File: config.mk
export PLATFORM = sky130hd
export DESIGN_NAME = cnd_dispatch
export DESIGN_NICKNAME = d
export VERILOG_FILES = /design/src/rtl/cnd_pkg.sv /design/src/rtl/cnd_fifo.sv /design/src/rtl/cnd_dispatch.sv
export SDC_FILE = /design/constraint.sdc
export NUM_CORES = 2
export LEC_CHECK = 0
export BUFFER_PORTS_ARGS = -buffer_cell sky130_fd_sc_hd__buf_2
export CORE_MARGIN = 2
export CORE_UTILIZATION = 61
export CTS_CLUSTER_DIAMETER = 80
export DETAILED_ROUTE_END_ITERATION = 16
export GPL_TIMING_DRIVEN = 0
export PLACE_DENSITY_LB_ADDON = 0.2
export REMOVE_ABC_BUFFERS = 1
export SLEW_MARGIN = 20
export SYNTH_ARGS = -nofsm -noshare
export SYNTH_HDL_FRONTEND = slang
export SYNTH_SLANG_ARGS = --single-unit
File: constraint.sdc
create_clock -name clk_sys -period 6.46 [get_ports clk_sys]
set_clock_uncertainty 0.2 [all_clocks]
set_input_delay 0.646 -clock clk_sys [delete_from_list [all_inputs] [get_ports clk_sys]]
set_output_delay 0.646 -clock clk_sys [all_outputs]
set_load 0.05 [all_outputs]
File: src/rtl/cnd_pkg.sv
// Package for the CANopen object dispatch block: identifiers, commands, states, timing.
// Assumes a CAN controller outside that hands over received frames and sends frames on request.
package cnd_pkg;

	// Frame and identifier widths.
	localparam int COB_W  = 11;
	localparam int DLC_W  = 4;
	localparam int NODE_W = 8;

	// Largest data field of a frame and the fixed emergency and boot-up lengths, in bytes.
	localparam logic [3:0] MAX_BYTES = 4'h8;
	localparam logic [3:0] EMCY_BYTES = 4'h8;
	localparam logic [3:0] BOOT_BYTES = 4'h1;

	// Fixed identifiers and the base values of the predefined connection set.
	localparam logic [10:0] COB_NMT      = 11'h000;
	localparam logic [10:0] COB_SYNC     = 11'h080;
	localparam logic [10:0] BASE_EMCY    = 11'h080;
	localparam logic [10:0] BASE_TPDO1   = 11'h180;
	localparam logic [10:0] BASE_RPDO1   = 11'h200;
	localparam logic [10:0] BASE_TPDO2   = 11'h280;
	localparam logic [10:0] BASE_RPDO2   = 11'h300;
	localparam logic [10:0] BASE_TPDO3   = 11'h380;
	localparam logic [10:0] BASE_RPDO3   = 11'h400;
	localparam logic [10:0] BASE_TPDO4   = 11'h480;
	localparam logic [10:0] BASE_RPDO4   = 11'h500;
	localparam logic [10:0] BASE_TSDO    = 11'h580;
	localparam logic [10:0] BASE_RSDO    = 11'h600;
	localparam logic [10:0] BASE_GUARD   = 11'h700;
	localparam logic [10:0] RANGE_SPAN   = 11'h07f;

	// Node identifier limits.
	localparam logic [7:0] NODE_MIN = 8'h01;
	localparam logic [7:0] NODE_MAX = 8'h7f;
	localparam logic [7:0] NODE_ALL = 8'h00;

	// Management command specifiers.
	localparam logic [7:0] CS_START    = 8'h01;
	localparam logic [7:0] CS_STOP     = 8'h02;
	localparam logic [7:0] CS_PREOP    = 8'h80;
	localparam logic [7:0] CS_RST_NODE = 8'h81;
	localparam logic [7:0] CS_RST_COMM = 8'h82;
	localparam logic [7:0] BOOT_DATA   = 8'h00;

	// Transmission modes of the transmit process-data object.
	localparam logic [1:0] MODE_EVENT   = 2'h0;
	localparam logic [1:0] MODE_SYNC_CY = 2'h1;
	localparam logic [1:0] MODE_SYNC_AC = 2'h2;

	// Time spent in initialisation before the node moves to pre-operational.
	localparam int CLK_MHZ     = 100;
	localparam int INIT_NS     = 1000;
	localparam int INIT_CYCLES = (INIT_NS * CLK_MHZ + 999) / 1000;

	// Management states, one-hot.
	typedef enum logic [3:0] {
		ST_INIT   = 4'h1,
		ST_PREOP  = 4'h2,
		ST_OPER   = 4'h4,
		ST_STOP   = 4'h8
	} cnd_state_e;

	// One CAN data frame.
	typedef struct packed {
		logic [10:0] cob;
		logic        rtr;
		logic [3:0]  dlc;
		logic [63:0] data;
	} cnd_frame_s;

endpackage

File: src/rtl/cnd_fifo.sv
// Synchronous FIFO with valid and ready on both sides.
// Assumes one clock and a synchronous active-high reset.
`timescale 1ns/10ps
module cnd_fifo #(
	parameter int WIDTH = 80,
	parameter int DEPTH = 32
) (
	input  wire logic             clk_sys,
	input  wire logic             reset,
	input  wire logic [WIDTH-1:0] in_data,
	input  wire logic             in_valid,
	output logic                  in_ready,
	output logic      [WIDTH-1:0] out_data,
	output logic                  out_valid,
	input  wire logic             out_ready
);
	localparam int AW = $clog2(DEPTH);

	logic [WIDTH-1:0] mem [DEPTH];
	logic [AW-1:0]    wr_ptr;
	logic [AW-1:0]    rd_ptr;
	logic [AW:0]      count;
	logic             push;
	logic             pop;

	// Full and empty come straight from the fill count.
	assign in_ready  = (count != DEPTH[AW:0]);
	assign out_valid = (count != '0);
	assign push      = in_valid && in_ready;
	assign pop       = out_valid && out_ready;
	assign out_data  = mem[rd_ptr];

	// Storage write.
	always_ff @(posedge clk_sys) begin
		if (push) begin
			mem[wr_ptr] <= in_data;
		end
	end

	// Pointers and fill count.
	always_ff @(posedge clk_sys) begin
		if (reset) begin
			wr_ptr <= '0;
			rd_ptr <= '0;
			count  <= '0;
		end else begin
			if (push) begin
				wr_ptr <= (wr_ptr == AW'(DEPTH - 1)) ? '0 : wr_ptr + 1'b1;
			end
			if (pop) begin
				rd_ptr <= (rd_ptr == AW'(DEPTH - 1)) ? '0 : rd_ptr + 1'b1;
			end
			count <= count + (AW+1)'(push) - (AW+1)'(pop);
		end
	end

endmodule

File: src/rtl/cnd_dispatch.sv
// CANopen slave object dispatch: management states, identifiers and frame triggers.
// Assumes a CAN controller that delivers received frames as one-cycle strobes
// and takes transmit frames through a valid/ready handshake.
`timescale 1ns/10ps
module cnd_dispatch #(
	parameter int TIMER_CYCLES = 100000,
	parameter int FIFO_DEPTH   = 32
) (
	input  wire logic                clk_sys,
	input  wire logic                reset,
	input  wire logic [7:0]          node_switch,
	input  wire cnd_pkg::cnd_frame_s rx_frame,
	input  wire logic                rx_valid,
	input  wire logic [1:0]          tpdo_mode,
	input  wire logic                timer_en,
	input  wire logic [63:0]         tpdo_data,
	input  wire logic [3:0]          tpdo_len,
	input  wire logic                input_event,
	input  wire logic                app_event,
	input  wire logic                error_event,
	input  wire logic [15:0]         error_code,
	input  wire logic [7:0]          error_reg,
	input  wire logic                sdo_tx_valid,
	input  wire logic [63:0]         sdo_tx_data,
	output logic                     sdo_tx_ready,
	output cnd_pkg::cnd_frame_s      sdo_rx_frame,
	output logic                     sdo_rx_valid,
	output cnd_pkg::cnd_frame_s      rpdo_frame,
	output logic                     rpdo_valid,
	output cnd_pkg::cnd_frame_s      tx_frame,
	output logic                     tx_valid,
	input  wire logic                tx_ready,
	output cnd_pkg::cnd_state_e      nmt_state,
	output logic [7:0]               node_id,
	output logic                     node_id_bad,
	output logic                     sync_seen
);
	localparam int FW = $bits(cnd_pkg::cnd_frame_s);

	// Adds a node identifier to a base identifier.
	function automatic logic [10:0] cob_of(input logic [10:0] base, input logic [7:0] id);
		cob_of = base + {4'h0, id[6:0]};
	endfunction

	// True when an identifier lies in the node's slot of a range.
	function automatic logic hits(input logic [10:0] cob, input logic [10:0] base,
			input logic [7:0] id);
		hits = (cob == cob_of(base, id));
	endfunction

	////////////////////////////////////////////////////////////////////////////////
	// Switch synchroniser and node identifier capture.

	logic [7:0] sw_s1;
	logic [7:0] sw_s2;
	logic [7:0] sw_s3;
	logic [15:0] init_cnt;
	logic       init_done;
	logic       reinit;

	// Three stages; a value counts when the last two agree.
	always_ff @(posedge clk_sys) begin
		if (reset) begin
			sw_s1 <= '0;
			sw_s2 <= '0;
			sw_s3 <= '0;
		end else begin
			sw_s1 <= node_switch;
			sw_s2 <= sw_s1;
			sw_s3 <= sw_s2;
		end
	end

	// The identifier is latched while initialising, from a settled switch byte.
	always_ff @(posedge clk_sys) begin
		if (reset) begin
			node_id     <= cnd_pkg::NODE_ALL;
			node_id_bad <= 1'b1;
		end else if (nmt_state == cnd_pkg::ST_INIT && sw_s2 == sw_s3) begin
			node_id     <= sw_s3;
			node_id_bad <= (sw_s3 < cnd_pkg::NODE_MIN) || (sw_s3 > cnd_pkg::NODE_MAX);
		end
	end

	////////////////////////////////////////////////////////////////////////////////
	// Management state machine.

	logic       nmt_hit;
	logic [7:0] nmt_cs;
	logic       boot_pend;
	logic       boot_take;
	logic       emcy_take;
	logic       pdo_take;

	assign nmt_cs  = rx_frame.data[63:56];
	// Specifier first, target second; zero addresses every node.
	assign nmt_hit = rx_valid && !rx_frame.rtr && rx_frame.cob == cnd_pkg::COB_NMT
		&& (rx_frame.data[55:48] == node_id || rx_frame.data[55:48] == cnd_pkg::NODE_ALL);
	assign reinit  = nmt_hit && (nmt_cs == cnd_pkg::CS_RST_NODE || nmt_cs == cnd_pkg::CS_RST_COMM);
	assign init_done = (init_cnt == 16'(cnd_pkg::INIT_CYCLES - 1)) && !node_id_bad;

	// Initialisation time counter.
	always_ff @(posedge clk_sys) begin
		if (reset || reinit || nmt_state != cnd_pkg::ST_INIT) begin
			init_cnt <= '0;
		end else if (init_cnt != 16'(cnd_pkg::INIT_CYCLES - 1)) begin
			init_cnt <= init_cnt + 16'h0001;
		end
	end

	// State transitions; reset commands act in every state, the others only outside initialisation; the master paces them.
	always_ff @(posedge clk_sys) begin
		if (reset) begin
			nmt_state <= cnd_pkg::ST_INIT;
		end else if (reinit) begin
			nmt_state <= cnd_pkg::ST_INIT;
		end else if (nmt_state == cnd_pkg::ST_INIT) begin
			if (init_done) begin
				nmt_state <= cnd_pkg::ST_PREOP;
			end
		end else if (nmt_hit) begin
			unique case (nmt_cs)
				cnd_pkg::CS_START: nmt_state <= cnd_pkg::ST_OPER;
				cnd_pkg::CS_PREOP: nmt_state <= cnd_pkg::ST_PREOP;
				cnd_pkg::CS_STOP:  nmt_state <= cnd_pkg::ST_STOP;
				default:           nmt_state <= nmt_state;
			endcase
		end
	end

	// A reset command owes a boot-up frame once initialisation ends.
	always_ff @(posedge clk_sys) begin
		if (reset) begin
			boot_pend <= 1'b0;
		end else if (reinit) begin
			boot_pend <= 1'b1;
		end else if (boot_take) begin
			boot_pend <= 1'b0;
		end
	end

	////////////////////////////////////////////////////////////////////////////////
	// Received frame sorting.

	logic oper;
	logic talk;

	assign oper = (nmt_state == cnd_pkg::ST_OPER);
	assign talk = oper || nmt_state == cnd_pkg::ST_PREOP;

	// Service data in both talking states, process data only when operational.
	always_ff @(posedge clk_sys) begin
		if (reset) begin
			sdo_rx_valid <= 1'b0;
			rpdo_valid   <= 1'b0;
			sync_seen    <= 1'b0;
			sdo_rx_frame <= '0;
			rpdo_frame   <= '0;
		end else begin
			sdo_rx_valid <= rx_valid && talk && !rx_frame.rtr
				&& hits(rx_frame.cob, cnd_pkg::BASE_RSDO, node_id);
			rpdo_valid   <= rx_valid && oper && !rx_frame.rtr
				&& rx_frame.dlc <= cnd_pkg::MAX_BYTES
				&& hits(rx_frame.cob, cnd_pkg::BASE_RPDO1, node_id);
			sync_seen    <= rx_valid && !rx_frame.rtr && rx_frame.cob == cnd_pkg::COB_SYNC;
			sdo_rx_frame <= rx_frame;
			rpdo_frame   <= rx_frame;
		end
	end

	////////////////////////////////////////////////////////////////////////////////
	// Transmit process-data triggers.

	logic [31:0] tmr;
	logic        tmr_hit;
	logic        pdo_req;
	logic        rtr_hit;
	logic [63:0] held;
	logic [3:0]  held_len;

	assign tmr_hit = timer_en && tmr == 32'(TIMER_CYCLES - 1);
	assign rtr_hit = rx_valid && rx_frame.rtr && hits(rx_frame.cob, cnd_pkg::BASE_TPDO1, node_id);

	// Periodic timer for event mode.
	always_ff @(posedge clk_sys) begin
		if (reset || !timer_en || tmr_hit) begin
			tmr <= '0;
		end else begin
			tmr <= tmr + 32'h0000_0001;
		end
	end

	// Inputs are sampled on the trigger; the frame is queued afterwards.
	always_ff @(posedge clk_sys) begin
		if (reset) begin
			pdo_req  <= 1'b0;
			held     <= '0;
			held_len <= '0;
		end else if (!oper) begin
			pdo_req  <= 1'b0;
		end else if ((tpdo_mode == cnd_pkg::MODE_EVENT && (input_event || tmr_hit))
				|| (tpdo_mode == cnd_pkg::MODE_SYNC_CY && sync_seen)
				|| (tpdo_mode == cnd_pkg::MODE_SYNC_AC && app_event)
				|| (tpdo_mode != cnd_pkg::MODE_SYNC_CY && rtr_hit)) begin
			pdo_req  <= 1'b1;
			held     <= tpdo_data;
			held_len <= (tpdo_len > cnd_pkg::MAX_BYTES) ? cnd_pkg::MAX_BYTES : tpdo_len;
		end else if (pdo_take) begin
			pdo_req  <= 1'b0;
		end
	end

	////////////////////////////////////////////////////////////////////////////////
	// Emergency producer.

	logic        err_d;
	logic        emcy_req;
	logic [63:0] emcy_data;

	// Only the rising edge of an error counts, so a lasting error sends once.
	always_ff @(posedge clk_sys) begin
		if (reset) begin
			err_d     <= 1'b0;
			emcy_req  <= 1'b0;
			emcy_data <= '0;
		end else begin
			err_d <= error_event;
			if (error_event && !err_d && talk) begin
				emcy_req  <= 1'b1;
				emcy_data <= {error_code[7:0], error_code[15:8], error_reg, 40'h0};
			end else if (emcy_take) begin
				emcy_req  <= 1'b0;
			end
		end
	end

	////////////////////////////////////////////////////////////////////////////////
	// Transmit arbiter into the FIFO: boot-up, emergency, process data, service data.

	logic              sdo_take;
	logic              q_ready;
	cnd_pkg::cnd_frame_s q_frame;
	logic              q_valid;

	assign boot_take = q_ready && boot_pend && nmt_state == cnd_pkg::ST_PREOP;
	assign emcy_take = q_ready && !boot_take && emcy_req;
	assign pdo_take  = q_ready && !boot_take && !emcy_req && pdo_req && oper;
	assign sdo_take  = q_ready && !boot_take && !emcy_req && !(pdo_req && oper)
		&& sdo_tx_valid && talk;
	assign sdo_tx_ready = sdo_take;
	assign q_valid = boot_take || emcy_take || pdo_take || sdo_take;

	// Frame build for the winner.
	always_comb begin
		q_frame = '0;
		if (boot_take) begin
			q_frame.cob  = cob_of(cnd_pkg::BASE_GUARD, node_id);
			q_frame.dlc  = cnd_pkg::BOOT_BYTES;
			q_frame.data = {cnd_pkg::BOOT_DATA, 56'h0};
		end else if (emcy_take) begin
			q_frame.cob  = cob_of(cnd_pkg::BASE_EMCY, node_id);
			q_frame.dlc  = cnd_pkg::EMCY_BYTES;
			q_frame.data = emcy_data;
		end else if (pdo_take) begin
			q_frame.cob  = cob_of(cnd_pkg::BASE_TPDO1, node_id);
			q_frame.dlc  = held_len;
			q_frame.data = held;
		end else if (sdo_take) begin
			q_frame.cob  = cob_of(cnd_pkg::BASE_TSDO, node_id);
			q_frame.dlc  = cnd_pkg::MAX_BYTES;
			q_frame.data = sdo_tx_data;
		end
	end

	// Outgoing frames queue here while the controller is busy.
	cnd_fifo #(.WIDTH(FW), .DEPTH(FIFO_DEPTH)) u_txq (
		.clk_sys  (clk_sys),
		.reset    (reset),
		.in_data  (q_frame),
		.in_valid (q_valid),
		.in_ready (q_ready),
		.out_data (tx_frame),
		.out_valid(tx_valid),
		.out_ready(tx_ready)
	);

	////////////////////////////////////////////////////////////////////////////////
	// Checks.

	pdo_gate_a: assert property (@(posedge clk_sys) disable iff (reset)
		pdo_take |-> nmt_state == cnd_pkg::ST_OPER) else $error("PDO queued outside Operational.");

	pdo_len_a: assert property (@(posedge clk_sys) disable iff (reset)
		pdo_take |-> q_frame.dlc <= cnd_pkg::MAX_BYTES) else $error("PDO longer than eight bytes.");

	emcy_once_a: assert property (@(posedge clk_sys) disable iff (reset)
		emcy_take && !(error_event && !err_d && talk) |=> !emcy_req)
		else $error("Emergency sent twice for one error.");

	emcy_cob_a: assert property (@(posedge clk_sys) disable iff (reset)
		emcy_take |-> q_frame.cob == node_id + cnd_pkg::BASE_EMCY
		&& q_frame.dlc == cnd_pkg::EMCY_BYTES)
		else $error("Emergency identifier or length wrong.");

	nmt_start_a: assert property (@(posedge clk_sys) disable iff (reset)
		nmt_hit && nmt_cs == cnd_pkg::CS_START && nmt_state != cnd_pkg::ST_INIT
		|=> nmt_state == cnd_pkg::ST_OPER) else $error("Start command not obeyed.");

	reset_cmd_a: assert property (@(posedge clk_sys) disable iff (reset)
		reinit |=> nmt_state == cnd_pkg::ST_INIT && boot_pend) else $error("Reset command not obeyed.");

	boot_frame_a: assert property (@(posedge clk_sys) disable iff (reset)
		boot_take |-> q_frame.dlc == cnd_pkg::BOOT_BYTES
		&& q_frame.cob == cnd_pkg::BASE_GUARD + node_id)
		else $error("Boot-up frame malformed.");

	sync_rx_a: assert property (@(posedge clk_sys) disable iff (reset)
		rx_valid && !rx_frame.rtr && rx_frame.cob == cnd_pkg::COB_SYNC |=> sync_seen)
		else $error("Sync frame not recognised.");

	init_exit_a: assert property (@(posedge clk_sys) disable iff (reset)
		$past(nmt_state) == cnd_pkg::ST_INIT && nmt_state != cnd_pkg::ST_INIT
		|-> nmt_state == cnd_pkg::ST_PREOP) else $error("Initialization left to wrong state.");

	sdo_gate_a: assert property (@(posedge clk_sys) disable iff (reset)
		sdo_rx_valid |-> $past(talk)) else $error("Service frame passed while silent.");

	node_range_a: assert property (@(posedge clk_sys) disable iff (reset)
		nmt_state != cnd_pkg::ST_INIT |-> !node_id_bad && node_id >= cnd_pkg::NODE_MIN
		&& node_id <= cnd_pkg::NODE_MAX) else $error("Node runs with a bad identifier.");

endmodule

==> out/qor.txt <==
Status -> finished clean
Setup TNS Final -> 0 ns
Final setup viols -> 0
Effective utilization at floorplan -> 61.3%
Grt ovf -> 0
Die height -> 424 µm
DRC Markers -> 0
Drt pass-1 iters -> 5
Share of power burned in the clock network -> 39.9%
Fin. Hold Viols -> 0
Largest family of logic cells by synthesized area -> multiplexers
Post-synthesis adder-cell area fraction -> 0.228%
Internal power -> 31,000 µW
Min Tclk post-route -> 6.07 ns
CTS sink cnt -> 2,813
Vias in the first global route -> 59,858
Area Growth Syn to Fin -> 20.4%
Async set or reset register ratio after synthesis -> 0%
Clock root buffer master -> clkbuf_16
Peak Freq -> 165 MHz
Commonest cells post-synth -> edfxtp_1, mux4_2, dfxtp_1
Critical Path AT -> 5.23 ns
Clk slew on worst S/H paths -> 0.06 ns
Seq/Total Area, Yosys -> 75.8%
Simple-Gate Fraction of Synth Area -> 2.49%
Max VDD drop -> 0.000366 V
EDFF count, synth -> 2,528
Via count -> 58,888
Post-Synth XOR/XNOR Area -> 0.578%
Die Wd -> 424 µm
Ys flop type -> edfxtp_1
Syn Inst Count -> 4,975
Slew margin rel. -> 14.8%
Share of cells above drive strength 1 -> 34.5%
Setup repair after global routing missed its margin -> no
Avg Cell Area, Syn -> 21.6 µm²
Full die area -> 180,000 µm²
Pin count of the biggest net entering global routing -> 114
Gp weighted congestion -> 0.841
H-tree levels -> 5
Post-synthesis compound-gate area fraction -> 1.59%
Synth Register Bits -> 2,813
Mapped Area -> 108,000 µm²
Net Sw Power -> 9650 µW
Yosys warns -> 0
Main area contributors after synthesis -> edfxtp_1, mux4_2, dfxtp_1, mux2_2, buf_4
Switching share of power -> 23.8%
DP Area -> 118,000 µm²
Kind of critical path -> reg2out
Core area -> 176,000 µm²
Proportion of synthesized area in mux cells -> 17.5%
Area share of the largest cell type after synthesis -> 70.5%
# rows -> 154
Most common cell in the netlist -> edfxtp_1
PwrDens -> 313 nW/µm²
Port bufs -> 511
CTS tree -> built
Worst skew pair latency -> 0.93 ns
Longest Clk Path Bufs -> 4
Io pins -> 513
CTS resizes -> 0
Crit-path max FO -> 34
WL/cell -> 37.1 µm
CTS Hold Bufs -> 229
Final ANT Viol Nets -> 0
Total GRT Usage -> 35.3%
Cell taking the most area after synthesis -> edfxtp_1
DRT iter0 DRCs -> 8,931
Yosys cell types -> 63
Initial antenna violation count -> 11
Max-slew violations -> 0
Final instance area -> 130,000 µm²
Crit end category -> primary output
Period utilization -> 94.0%
First-pass GRT wire length -> 441,000 µm
Comb power frac -> 11.6%
Clock buffer count from CTS -> 293
Seq pwr share -> 48.5%
Crit path required time -> 5.61 ns
Worst-Margin Slew -> 1.28 ns
Hold Path Class -> in2reg
Startpoint Class -> flip-flop
Leakage -> 0.0375 µW
Post-CTS Setup Bufs -> 0
Layout Nets -> 6,213
DP HPWL -> 178,000 µm
Final WL -> 315,000 µm
Drt via density -> 6.94
# Max-Cap Violations -> 0
[state kept, by name, indices dropped and copies added (netlist names), 4 cells and up, named ones only]
signal	count
u_txq.mem	2528
sw_s2	8
nmt_state	4
held_len	4
sw_s1	8
tmr	32
node_id	8
sw_s3	8
held	64
u_txq.count	6
init_cnt	16
u_txq.wr_ptr	5
u_txq.rd_ptr	5
emcy_data	24
rpdo_frame	80
[worst paths after layout]
path	from	to	slack, ns	depth (start not counted)
setup reg to reg	u_txq.count[3]	u_txq.mem[4][8]	0.89	14
setup / recovery	flip-flop	tx_frame[23]	0.39	10
hold / removal	tpdo_len[1]	held_len[1]	0.08	3
hold reg to reg	sw_s1[7]	sw_s2[7]	0.24	1
[cells in the final DEF, fill, tap and decap left out, types with 102 or more instances in the layout]
cell              n
edfxtp_1       2528
mux4_2          790
buf_2           510
clkbuf_16       302
dfxtp_1         280
dlygate4sd3_1   229
buf_16          162
a21oi_1         110
nor2b_1         109
buf_12          102
[cells by family after synthesis]
| family | count (synthesis) |
|---|---|
| AO/OA/AOI/OAI | 275 |
| XOR/XNOR | 71 |
| adder cells (fa/ha/maj) | 19 |
| buffers and inverters | 401 |
| flip-flops | 2813 |
| multiplexers | 881 |
| other | 1 |
| AND/OR/NAND/NOR | 514 |
[through the flow]
stage / std cells / hold WS (ns) / worst slack, ns / utilization, % / power (µW)
floorplan: 4620 / 0.214 / -21.92 / - / 24100
global placement: 7471 / 0.223 / -34.16 / 63.4 / 24400
detailed placement: 7755 / 0.223 / 0.840 / 67.4 / 24600
CTS: 8480 / 0.00754 / 0.228 / 73.8 / 40700
global route: 8483 / 0.0389 / 0.0888 / 73.8 / 41600
finish: 8486 / 0.0756 / 0.385 / 73.8 / 40600
[per-layer routing]
layer / wire [µm] / global-route usage [%] / up-vias
li1: - / - / 22525
met1: 106000 / 46.0 / 30416
met2: 157000 / 57.6 / 4983
met3: 34700 / 7.47 / 960
met4: 17300 / 16.8 / 4
met5: 31 / 0 / -
[critical path, stage by stage, from the launching register on]
cell	delay (ns)
dfxtp_4	0.84
buf_16	0.32
buf_12	0.28
buf_16	0.28
buf_16	0.28
buf_12	0.28
buf_16	0.30
mux4_2	0.55
mux4_2	0.49
mux2_2	0.32
buf_2	0.22
[area by class of cell]
cell class | instances | area, µm²
clock buffers | 380 | 7970
inverters | 46 | 173
flip-flops and latches | 2813 | 81600
clock inverters | 116 | 973
repair buffers | 1024 | 11500
fillers | 9159 | 46100
multi-input cells | 1761 | 24400
diodes | 6 | 15.0
well taps | 2340 | 2930
[power groups by stage]
stage | sequential [µW] | clock [µW] | combinational (µW)
after detailed placement | 20100 | 0 | 4550
after global routing | 19700 | 17000 | 4930
after CTS | 19700 | 16300 | 4740
after global placement | 20500 | 0 | 3860
after floorplan | 20600 | 0 | 3460
final | 19700 | 16200 | 4720
Note: power is estimated with default switching activity, not from simulation.
